File: config.mk
export PLATFORM = sky130hd
export DESIGN_NAME = rlr_radio_llc_regs
export DESIGN_NICKNAME = d
export VERILOG_FILES = /design/src/hdl/rlr_pkg.sv /design/src/hdl/rlr_radio_llc_regs.sv
export VERILOG_INCLUDE_DIRS = /design/src /design/src/hdl
export SDC_FILE = /design/constraint.sdc
export NUM_CORES = 1
export LEC_CHECK = 0
export ABC_AREA = 0
export BUFFER_PORTS_ARGS = -buffer_cell sky130_fd_sc_hd__buf_2
export CAP_MARGIN = 20
export CORE_MARGIN = 8
export CORE_UTILIZATION = 45
export CTS_BUF_LIST = sky130_fd_sc_hd__clkbuf_8
export CTS_CLUSTER_DIAMETER = 40
export DETAILED_ROUTE_END_ITERATION = 8
export PLACE_DENSITY = 0.84
export SETUP_SLACK_MARGIN = 0.15
export SLEW_MARGIN = 15
export SYNTH_ARGS = -nofsm -noshare
export SYNTH_HDL_FRONTEND = slang
export SYNTH_SLANG_ARGS = --single-unit
File: constraint.sdc
create_clock -name clk -period 6.4 [get_ports clk]
set_clock_uncertainty 0.15 [all_clocks]
set_input_delay 0.32 -clock clk [delete_from_list [all_inputs] [get_ports clk]]
set_output_delay 0.32 -clock clk [all_outputs]
set_load 0.1 [all_outputs]
File: src/hdl/rlr_regs_map.svh
`ifndef RLR_REGS_MAP_SVH
`define RLR_REGS_MAP_SVH

// Byte addresses on the internal system bus
`define RLR_OFF_PKT_LEN_SEL      24'h0ef180
`define RLR_OFF_WHITEN_CHAN_SEL  24'h0ef181
`define RLR_OFF_FIXED_FREQ_SEL   24'h0ef182
`define RLR_OFF_NATIVE_CLK_B0    24'h0ef198
`define RLR_OFF_NATIVE_CLK_B1    24'h0ef199
`define RLR_OFF_NATIVE_CLK_B2    24'h0ef19a
`define RLR_OFF_NATIVE_CLK_B3    24'h0ef19b
`define RLR_OFF_RX_CHAN_NUMBER   24'h0ef19c
`define RLR_OFF_TX_CHAN_NUMBER   24'h0ef19d
`define RLR_OFF_AC_ACCEPT_LEVEL  24'h0ef19e
`define RLR_OFF_LAP_ACCEPT_LEVEL 24'h0ef1a0
`define RLR_OFF_RF_SYNC_DELAY    24'h0ef1a1
`define RLR_OFF_SERIAL_READBACK  24'h0ef1a2
`define RLR_OFF_SERIAL_MODE_CFG  24'h0ef1a4
`define RLR_OFF_SLOT_M_B0        24'h0ef1a6
`define RLR_OFF_SLOT_M_B1        24'h0ef1a7
`define RLR_OFF_SLOT_M_B2        24'h0ef1a8
`define RLR_OFF_SLOT_N_B0        24'h0ef1aa
`define RLR_OFF_SLOT_N_B1        24'h0ef1ab
`define RLR_OFF_CLK_LOAD_B0      24'h0ef1ac
`define RLR_OFF_CLK_LOAD_B1      24'h0ef1ad
`define RLR_OFF_CLK_LOAD_B2      24'h0ef1ae
`define RLR_OFF_CLK_LOAD_B3      24'h0ef1af
`define RLR_OFF_WAIT_ONE_SLOT    24'h0ef1b0
`define RLR_OFF_WAIT_THREE_SLOT  24'h0ef1b2
`define RLR_OFF_WAIT_FIVE_SLOT   24'h0ef1b4
`define RLR_OFF_SEQUENCER_RESET_STROBE        24'h0ef1b6
`define RLR_OFF_SEQ_RESUME       24'h0ef1b7
`define RLR_OFF_RX_STATE_FLAGS   24'h0ef1b8
`define RLR_OFF_PART_IDENT       24'h0ef1ba
`define RLR_OFF_IRQ_VECTOR       24'h0ef1bc
`define RLR_OFF_SYS_CLOCK_GATE   24'h0ef1be
`define RLR_OFF_LINK_TIMER_DATA  24'h0ef1c0
`define RLR_OFF_LINK_TIMER_SEL   24'h0ef1c2
`define RLR_OFF_LINK_TIMER_EXP   24'h0ef1c4
`define RLR_OFF_LINK_TIMER_RWF   24'h0ef1c5
`define RLR_OFF_LINK_TIMER_UP    24'h0ef1c6
`define RLR_OFF_LINK_TIMER_DOWN  24'h0ef1c7
`define RLR_OFF_SLOT_TIMER_DATA  24'h0ef1c8

// Field positions and reset values
`define RLR_BYTE_MSB             7
`define RLR_WORD_MSB             15
`define RLR_RESET_BYTE           8'h00
`define RLR_RESET_WORD           16'h0000

`endif

File: src/hdl/rlr_pkg.sv
// Purpose: types shared by the radio link register bank
// Assumes: constants come from rlr_regs_map.svh
// Notes:   the whole bank state is one packed struct
package rlr_pkg;
    typedef logic [7:0]  rlr_byte_t;
    typedef logic [15:0] rlr_word_t;
    typedef logic [23:0] rlr_addr_t;

    typedef struct packed {
        rlr_byte_t           pktLenSel;
        rlr_byte_t           whitenChanSel;
        rlr_byte_t           fixedFreqSel;
        rlr_word_t           acAcceptLevel;
        rlr_byte_t           lapAcceptLevel;
        rlr_byte_t           rfSyncDelay;
        rlr_byte_t           serialModeCfg;
        rlr_byte_t [2:0]     slotMCount;
        rlr_byte_t [1:0]     slotNCount;
        rlr_byte_t [3:0]     clockLoad;
        logic      [3:0]     clockLoadStrobe;
        rlr_word_t           waitOneSlot;
        rlr_word_t           waitThreeSlot;
        rlr_word_t           waitFiveSlot;
        rlr_byte_t           sysClockGate;
        logic                seqResetStrobe;
        logic                seqResumeStrobe;
        rlr_word_t           rdData;
        logic                rdValid;
    } rlr_state_t;
endpackage : rlr_pkg

File: src/hdl/rlr_radio_llc_regs.sv
// Purpose: register decode and storage for the radio link controller bank
// Assumes: one bus access per cycle; byte data on busWrData[7:0]
// Notes:   reads answer one cycle after the strobe; refused reads return zero
//
// Behaviour
// - A byte register has one address and answers only byte accesses.
// - A word register spans two addresses and answers only word accesses.
// - Word registers sit at even addresses; word accesses need an even address.
// - Byte registers use only the low eight data lines.
// - Reserved bits may read as anything.
// - Four native clock bytes are read-only, one byte of running clock each.
// - Sequencer reset and resume are write-only bytes acting as commands.
// - Slot M bytes are read/write; slot N bytes are write-only.
// - Four clock load bytes are write-only, one byte per address.
`include "rlr_regs_map.svh"

module rlr_radio_llc_regs #(
    parameter logic [7:0] PART_IDENT = 8'h5a   // Arbitrary value
) (
    input  wire logic              clk,
    input  wire logic              srst,
    input  wire logic              ce,
    input  wire rlr_pkg::rlr_addr_t busAddr,
    input  wire logic              busRd,
    input  wire logic              busWr,
    input  wire logic              busWord,
    input  wire rlr_pkg::rlr_word_t busWrData,
    output      rlr_pkg::rlr_word_t busRdData,
    output      logic              busRdValid,
    input  wire logic [31:0]       nativeClock,
    input  wire rlr_pkg::rlr_byte_t rxChanNumber,
    input  wire rlr_pkg::rlr_byte_t txChanNumber,
    input  wire rlr_pkg::rlr_word_t radioSerialReadback,
    input  wire rlr_pkg::rlr_byte_t receiveStateFlags,
    input  wire rlr_pkg::rlr_byte_t irqVector,
    input  wire rlr_pkg::rlr_word_t linkTimerData,
    input  wire rlr_pkg::rlr_byte_t linkTimerSel,
    input  wire rlr_pkg::rlr_byte_t linkTimerExpired,
    input  wire rlr_pkg::rlr_byte_t linkTimerRwFlag,
    input  wire rlr_pkg::rlr_byte_t linkTimerAdjUp,
    input  wire rlr_pkg::rlr_byte_t linkTimerAdjDown,
    input  wire rlr_pkg::rlr_byte_t slotTimerData,
    output      rlr_pkg::rlr_byte_t packetLengthSel,
    output      rlr_pkg::rlr_byte_t whitenChanSel,
    output      rlr_pkg::rlr_byte_t fixedFreqSel,
    output      rlr_pkg::rlr_word_t accessCodeAcceptLevel,
    output      rlr_pkg::rlr_byte_t lowerAddrAcceptLevel,
    output      rlr_pkg::rlr_byte_t rfSyncDelay,
    output      rlr_pkg::rlr_byte_t radioSerialModeCfg,
    output      logic [23:0]       slotMCount,
    output      logic [15:0]       slotNCount,
    output      logic [31:0]       clockLoadValue,
    output      logic [3:0]        clockLoadStrobe,
    output      rlr_pkg::rlr_word_t waitCountOneSlot,
    output      rlr_pkg::rlr_word_t waitCountThreeSlot,
    output      rlr_pkg::rlr_word_t waitCountFiveSlot,
    output      rlr_pkg::rlr_byte_t sysClockGate,
    output      logic              sequencerResetStrobe,
    output      logic              sequencerResumeStrobe
);
    import rlr_pkg::*;

    rlr_state_t cur;
    rlr_state_t next_cur;

    function automatic logic isWordReg(input rlr_addr_t a);
        isWordReg = (a == `RLR_OFF_AC_ACCEPT_LEVEL) || (a == `RLR_OFF_SERIAL_READBACK)
                 || (a == `RLR_OFF_WAIT_ONE_SLOT)    || (a == `RLR_OFF_WAIT_THREE_SLOT)
                 || (a == `RLR_OFF_WAIT_FIVE_SLOT)   || (a == `RLR_OFF_LINK_TIMER_DATA);
    endfunction : isWordReg

    // Size and alignment gate shared by the write and read paths
    function automatic logic sizeLegal(input rlr_addr_t a, input logic word);
        if (word) begin
            sizeLegal = isWordReg(a) && !a[0];
        end else begin
            sizeLegal = !isWordReg(a);
        end
    endfunction : sizeLegal

    function automatic rlr_word_t zxByte(input rlr_byte_t b);
        zxByte = {8'h00, b};
    endfunction : zxByte

    logic wrOk;
    logic rdOk;
    assign wrOk = busWr && sizeLegal(busAddr, busWord);
    assign rdOk = busRd && sizeLegal(busAddr, busWord);

    always_comb begin
        next_cur                 = cur;
        next_cur.clockLoadStrobe = 4'h0;
        next_cur.seqResetStrobe  = 1'b0;
        next_cur.seqResumeStrobe = 1'b0;
        next_cur.rdValid         = busRd;
        // Refused or unmapped reads answer zero so the bus never sees stale data
        next_cur.rdData          = `RLR_RESET_WORD;
        if (wrOk) begin
            unique case (busAddr)
                `RLR_OFF_PKT_LEN_SEL:      next_cur.pktLenSel      = busWrData[`RLR_BYTE_MSB:0];
                `RLR_OFF_WHITEN_CHAN_SEL:  next_cur.whitenChanSel  = busWrData[`RLR_BYTE_MSB:0];
                `RLR_OFF_FIXED_FREQ_SEL:   next_cur.fixedFreqSel   = busWrData[`RLR_BYTE_MSB:0];
                `RLR_OFF_AC_ACCEPT_LEVEL:  next_cur.acAcceptLevel  = busWrData;
                `RLR_OFF_LAP_ACCEPT_LEVEL: next_cur.lapAcceptLevel = busWrData[`RLR_BYTE_MSB:0];
                `RLR_OFF_RF_SYNC_DELAY:    next_cur.rfSyncDelay    = busWrData[`RLR_BYTE_MSB:0];
                `RLR_OFF_SERIAL_MODE_CFG:  next_cur.serialModeCfg  = busWrData[`RLR_BYTE_MSB:0];
                `RLR_OFF_SLOT_M_B0:        next_cur.slotMCount[0]  = busWrData[7:0];
                `RLR_OFF_SLOT_M_B1:        next_cur.slotMCount[1]  = busWrData[7:0];
                `RLR_OFF_SLOT_M_B2:        next_cur.slotMCount[2]  = busWrData[7:0];
                `RLR_OFF_SLOT_N_B0:        next_cur.slotNCount[0]  = busWrData[7:0];
                `RLR_OFF_SLOT_N_B1:        next_cur.slotNCount[1]  = busWrData[7:0];
                `RLR_OFF_CLK_LOAD_B0: begin
                    next_cur.clockLoad[0]       = busWrData[7:0];
                    next_cur.clockLoadStrobe[0] = 1'b1;
                end
                `RLR_OFF_CLK_LOAD_B1: begin
                    next_cur.clockLoad[1]       = busWrData[7:0];
                    next_cur.clockLoadStrobe[1] = 1'b1;
                end
                `RLR_OFF_CLK_LOAD_B2: begin
                    next_cur.clockLoad[2]       = busWrData[7:0];
                    next_cur.clockLoadStrobe[2] = 1'b1;
                end
                `RLR_OFF_CLK_LOAD_B3: begin
                    next_cur.clockLoad[3]       = busWrData[7:0];
                    next_cur.clockLoadStrobe[3] = 1'b1;
                end
                `RLR_OFF_WAIT_ONE_SLOT:    next_cur.waitOneSlot    = busWrData;
                `RLR_OFF_WAIT_THREE_SLOT:  next_cur.waitThreeSlot  = busWrData;
                `RLR_OFF_WAIT_FIVE_SLOT:   next_cur.waitFiveSlot   = busWrData;
                `RLR_OFF_SEQUENCER_RESET_STROBE:        next_cur.seqResetStrobe  = 1'b1;
                `RLR_OFF_SEQ_RESUME:       next_cur.seqResumeStrobe = 1'b1;
                `RLR_OFF_SYS_CLOCK_GATE:   next_cur.sysClockGate   = busWrData[`RLR_BYTE_MSB:0];
                // Read-only and unmapped addresses drop the write
                default: ;
            endcase
        end
        // Bits a register does not drive read as zero, though callers may not rely on it
        if (rdOk) begin
            unique case (busAddr)
                `RLR_OFF_NATIVE_CLK_B0:   next_cur.rdData = zxByte(nativeClock[7:0]);
                `RLR_OFF_NATIVE_CLK_B1:   next_cur.rdData = zxByte(nativeClock[15:8]);
                `RLR_OFF_NATIVE_CLK_B2:   next_cur.rdData = zxByte(nativeClock[23:16]);
                `RLR_OFF_NATIVE_CLK_B3:   next_cur.rdData = zxByte(nativeClock[31:24]);
                `RLR_OFF_RX_CHAN_NUMBER:  next_cur.rdData = zxByte(rxChanNumber);
                `RLR_OFF_TX_CHAN_NUMBER:  next_cur.rdData = zxByte(txChanNumber);
                `RLR_OFF_SERIAL_READBACK: next_cur.rdData = radioSerialReadback;
                `RLR_OFF_SLOT_M_B0:       next_cur.rdData = zxByte(cur.slotMCount[0]);
                `RLR_OFF_SLOT_M_B1:       next_cur.rdData = zxByte(cur.slotMCount[1]);
                `RLR_OFF_SLOT_M_B2:       next_cur.rdData = zxByte(cur.slotMCount[2]);
                `RLR_OFF_RX_STATE_FLAGS:  next_cur.rdData = zxByte(receiveStateFlags);
                `RLR_OFF_PART_IDENT:      next_cur.rdData = zxByte(PART_IDENT);
                `RLR_OFF_IRQ_VECTOR:      next_cur.rdData = zxByte(irqVector);
                `RLR_OFF_LINK_TIMER_DATA: next_cur.rdData = linkTimerData;
                `RLR_OFF_LINK_TIMER_SEL:  next_cur.rdData = zxByte(linkTimerSel);
                `RLR_OFF_LINK_TIMER_EXP:  next_cur.rdData = zxByte(linkTimerExpired);
                `RLR_OFF_LINK_TIMER_RWF:  next_cur.rdData = zxByte(linkTimerRwFlag);
                `RLR_OFF_LINK_TIMER_UP:   next_cur.rdData = zxByte(linkTimerAdjUp);
                `RLR_OFF_LINK_TIMER_DOWN: next_cur.rdData = zxByte(linkTimerAdjDown);
                `RLR_OFF_SLOT_TIMER_DATA: next_cur.rdData = zxByte(slotTimerData);
                // Write-only and unmapped addresses keep the zero answer
                default: ;
            endcase
        end
    end

    // Reset wins over the clock enable so a frozen bank still comes up clean
    always_ff @(posedge clk) begin
        if (srst) begin
            cur <= '0;
        end else if (ce) begin
            cur <= next_cur;
        end
    end

    assign busRdData             = cur.rdData;
    assign busRdValid            = cur.rdValid;
    assign packetLengthSel       = cur.pktLenSel;
    assign whitenChanSel         = cur.whitenChanSel;
    assign fixedFreqSel          = cur.fixedFreqSel;
    assign accessCodeAcceptLevel = cur.acAcceptLevel;
    assign lowerAddrAcceptLevel  = cur.lapAcceptLevel;
    assign rfSyncDelay           = cur.rfSyncDelay;
    assign radioSerialModeCfg    = cur.serialModeCfg;
    assign slotMCount            = cur.slotMCount;
    assign slotNCount            = cur.slotNCount;
    assign clockLoadValue        = cur.clockLoad;
    assign clockLoadStrobe       = cur.clockLoadStrobe;
    assign waitCountOneSlot      = cur.waitOneSlot;
    assign waitCountThreeSlot    = cur.waitThreeSlot;
    assign waitCountFiveSlot     = cur.waitFiveSlot;
    assign sysClockGate          = cur.sysClockGate;
    assign sequencerResetStrobe  = cur.seqResetStrobe;
    assign sequencerResumeStrobe = cur.seqResumeStrobe;

    AST_BYTE_WRITE_ONLY_BYTE: assert property (@(posedge clk) disable iff (srst)
        (ce && busWr && busWord && busAddr == `RLR_OFF_PKT_LEN_SEL)
        |=> $stable(packetLengthSel))
        else $error("byte register changed on a word write");

    AST_WORD_TAKES_WORD: assert property (@(posedge clk) disable iff (srst)
        (ce && busWr && busWord && busAddr == `RLR_OFF_AC_ACCEPT_LEVEL)
        |=> accessCodeAcceptLevel == $past(busWrData))
        else $error("word write not stored in full");

    AST_WORD_REFUSES_BYTE: assert property (@(posedge clk) disable iff (srst)
        (ce && busWr && !busWord && (busAddr == `RLR_OFF_WAIT_ONE_SLOT
            || busAddr == `RLR_OFF_WAIT_ONE_SLOT + 24'h000001))
        |=> $stable(waitCountOneSlot))
        else $error("word register changed on a byte write");

    AST_ODD_WORD_REFUSED: assert property (@(posedge clk) disable iff (srst)
        (ce && busRd && busWord && busAddr[0]) |=> busRdValid && busRdData == 16'h0000)
        else $error("odd word read was answered with data");

    AST_BYTE_LOW_LANE: assert property (@(posedge clk) disable iff (srst)
        (ce && busRd && !busWord) |=> busRdValid && busRdData[15:8] == 8'h00)
        else $error("byte read drove the upper lanes");

    AST_NATIVE_CLOCK_READ: assert property (@(posedge clk) disable iff (srst)
        (ce && busRd && !busWord && busAddr == `RLR_OFF_NATIVE_CLK_B2)
        |=> busRdData[7:0] == $past(nativeClock[23:16]))
        else $error("native clock byte read wrong");

    AST_SEQUENCER_RESET_STROBE_PULSE: assert property (@(posedge clk) disable iff (srst)
        (ce && busWr && !busWord && busAddr == `RLR_OFF_SEQUENCER_RESET_STROBE)
        |=> sequencerResetStrobe && !sequencerResumeStrobe)
        else $error("sequencer reset command not issued");

    AST_SLOT_M_READBACK: assert property (@(posedge clk) disable iff (srst)
        (ce && busWr && !busWord && busAddr == `RLR_OFF_SLOT_M_B1)
        ##1 (ce && busRd && !busWord && busAddr == `RLR_OFF_SLOT_M_B1)
        |=> busRdData == {8'h00, $past(busWrData[7:0], 2)})
        else $error("slot M byte did not read back");

    AST_SLOT_N_WRITE_ONLY: assert property (@(posedge clk) disable iff (srst)
        (ce && busRd && busAddr == `RLR_OFF_SLOT_N_B0) |=> busRdData == 16'h0000)
        else $error("slot N byte answered a read");

    AST_CLOCK_LOAD_BYTE: assert property (@(posedge clk) disable iff (srst)
        (ce && busWr && !busWord && busAddr == `RLR_OFF_CLK_LOAD_B3)
        |=> clockLoadStrobe == 4'h8 && clockLoadValue[31:24] == $past(busWrData[7:0]))
        else $error("clock load byte not taken");

    AST_RESET_CLEARS: assert property (@(posedge clk) disable iff (srst)
        $fell(srst) |-> (slotMCount == 24'h000000 && clockLoadValue == 32'h00000000
            && waitCountFiveSlot == 16'h0000 && !busRdValid && !sequencerResetStrobe))
        else $error("storage not cleared by reset");

endmodule : rlr_radio_llc_regs

==> summary.txt <==
CTS
  • Reg clk slew, reported paths: 0.06 ns
  • Total CTS buffers: 40
  • Clk_lat worst skew: 0.51 ns
  • CTS tree: done
  • Root buf cell: clkbuf_8
  • H-Tree Depth: 2
  • TritonCTS Sinks: 215
  • Max Buffers Root-to-Sink: 3
  • CTS resizes: 0
  • Setup Fix Bufs, Post-CTS: 0

Critical path
  • Reg2Reg Setup Slack: 4.67 ns
  • R2r endpoint: busRdData[4]
  • Worst-path fanout max: 14
  • Required time worst endpoint: 6.70 ns
  • Setup Crit Path Kind: in2reg
  • Worst r2r path cells: 5
  • Worst Path Arrival: 3.46 ns
  • Crit end category: register
  • Worst R2R Start: slotMCount[12]
  • Crit start category: primary input

Yosys
  • Ys async rst share: 0%
  • Cells after Synth: 1127
  • Avg Synthesized Cell Area: 8.94 um^2
  • Ys Warns: 0
  • Synthesized area: 10100 um^2
  • Yosys reg bits: 215
  • Synth unique cells: 68
  • Sequential-to-total area share from yosys stat: 42.7%
  • Syn Nets: 1317
  • Post-synth EDFFs: 0
  • Most used DFF post-synth: dfxtp_1

Final layout
  • # nets final: 1699
  • Multi-input logic area: 5270 um^2
  • Layout area overhead: 31.0%
  • # fillers: 1849
  • Share of cells above drive strength 1: 33.1%
  • Final core utilization: 60.3%
  • Sequential Area: 4300 um^2
  • Final instance area: 13200 um^2

Global route
  • Grt ovf: 0
  • Initial antenna violation count: 5
  • Vias in the first global route: 10700
  • Global-route wire length before repair: 64.4 mm
  • Largest net degree at the start of global routing: 137
  • Total Routing Usage GR: 29.1%

Placed design
  • Placed Area: 12000 um^2
  • Dpl ws: 3.10 ns
  • Port bufs: 404
  • GP Congestion: 1.02
  • HPWL after DPL: 30.8 mm

Detailed routing
  • Total wire length: 42.5 mm
  • DR iter-0 viols: 1124
  • # DRC: 0
  • Vias per cell: 5.84
  • Total number of vias: 10600
  • Wire per inst: 23.3 um
  • Pre-antenna DRT Iters: 5
  • Routed Antenna Nets: 0

Timing
  • Hold Vio Cnt, Final: 0
  • Final period util: 49.4%
  • Final min period: 3.16 ns
  • Unrepaired setup endpoints after global routing: no
  • Final Max Tran Viols: 0
  • Max Fclk: 317 MHz
  • Setup TNS: 0 ns
  • WHS: 0.0330 ns
  • Worst Max-Slew Pin Slew: 0.985 ns
  • Max transition margin: 34.2%
  • Setup WS post-layout: 3.24 ns
  • # setup viols final: 0

Die
  • Die ar.: 27400 um^2
  • Site Rows: 54
  • Die height: 166 um
  • IO Pins: 405
  • Die W: 166 um
  • Core area: 21900 um^2
  • Initial Util: 46.0%

Min path
  • Hold Path End: busRdData[7]
  • Hold Path Origin: linkTimerExpired[7]
  • Hold Path Class: in2reg
  • Hold path depth: 4

Power and ir drop
  • Leak: 6.10 nW
  • Power per cell area: 226 nW/um^2
  • Worst ir drop on vdd: 0.000188 V

Outcome
  • Outcome: finished clean

Flow run
  • Number of max-cap violations: 0
power breakdown:
part           internal [W]  leakage [nW]  switching [W]  total, W
Combinational     0.0000856          3.90       0.000139  0.000225
Clock              0.000841         0.463       0.000575   0.00142
Sequential          0.00134          1.73    0.000000125   0.00134
Total               0.00227          6.10       0.000714   0.00298
metrics by stage:
step / power [W] / instances
floorplan: 0.00148 / 1127
global placement: 0.00157 / 1720
detailed placement: 0.00157 / 1720
CTS: 0.00300 / 1815
global route: 0.00308 / 1820
finish: 0.00298 / 1821
what timing repair did:
item | CTS | global route
setup endpoints to repair | 0 | 0
endpoints found under the hold margin | 29 | 0
hold buffers | 26 | 0
placed cells by master (no fill, tap or decap), drive strengths merged, types with 5 or more instances in the layout:
master,n
a211oi,5
a21oi,104
a221oi,21
a22o,36
a22oi,21
and2,6
and3,13
and4,5
buf,413
clkbuf,52
dfxtp,215
diode,5
dlygate4sd3,26
inv,13
mux2,6
mux2i,106
nand2,173
nand2b,75
nand3,21
nand4,24
nor2,69
nor2b,7
nor3,19
nor4b,5
nor4bb,5
o21ai,7
o31ai,16
cells in the mapped netlist, drive strengths merged, types with 4 or more instances:
library cell	n	area [um^2]
dfxtp	215	4300
nand2	173	649
mux2i	106	1060
a21oi	104	543
nand2b	75	469
clkbuf	70	270
nor2	69	262
a22o	36	315
buf	30	219
nand4	24	150
a221oi	21	184
a22oi	21	158
nand3	21	110
nor3	19	136
o31ai	16	120
and3	13	81.3
nor2b	7	43.8
o21ai	7	35.0
and2	6	37.5
mux2	6	67.6
a211oi	5	37.5
and4	5	43.8
inv	5	18.8
nor4b	5	73.8
nor4bb	5	50.1
a32oi	4	35.0
and4b	4	40.0
nor3b	4	30.0
nor4	4	25.0
o211ai	4	71.3
layer usage:
layer / share of wire [%] / vias to the layer above / wire length, um / GRT usage, %
li1: - / 4830 / - / -
met1: 39 / 5019 / 16700 / 35.7
met2: 45 / 652 / 19100 / 45.0
met3: 11 / 136 / 4810 / 10.0
met4: 4.4 / 2 / 1880 / 13.9
met5: 0.031 / - / 13 / 0
flip-flops by register name (all words and copies together) (netlist names), 16 cells and up:
signal / cells
clockLoadValue: 32
slotMCount: 24
accessCodeAcceptLevel: 16
busRdData: 16
slotNCount: 16
waitCountFiveSlot: 16
waitCountOneSlot: 16
waitCountThreeSlot: 16
worst max-delay path: stages:
cell           delay (ns)
buf_2                0.11
nor4b_1              0.42
and4_1               0.67
nand2_1              0.36
nor2_1               0.63
a22o_1               0.24
dlygate4sd3_1        0.56
a22o_1               0.13
how the worst max path moves through the flow:
stage,from,endpoint
final,busAddr[9],busRdData[12]
after global routing,busAddr[9],busRdData[13]
after CTS,busAddr[9],busRdData[12]
after detailed placement,ce,slotNCount[9]
after global placement,ce,slotNCount[13]
after floorplan,busAddr[0],slotMCount[17]
layout make-up:
cell class              instances  share of cell area [%]
clock buffers                  51                    5.32
flip-flops and latches        215                    32.6
repair buffers                440                    17.9
inverters                       5                   0.142
multi-input cells             807                    40.0
diodes                          5                  0.0948
well taps                     280                    2.65
clock inverters                18                    1.32
cells by family (layout without fill, tap and decap cells):
group | Yosys count | after routing | share of synthesized area (%)
other cells | 0 | 5 | 0
simple gates | 447 | 447 | 23.1
xor+xnor | 2 | 2 | 0.174
flops | 215 | 215 | 42.7
mux | 114 | 114 | 11.7
buf+inv | 105 | 514 | 5.04
compound gates | 244 | 244 | 17.3
Power figures use the tool's default switching activity.
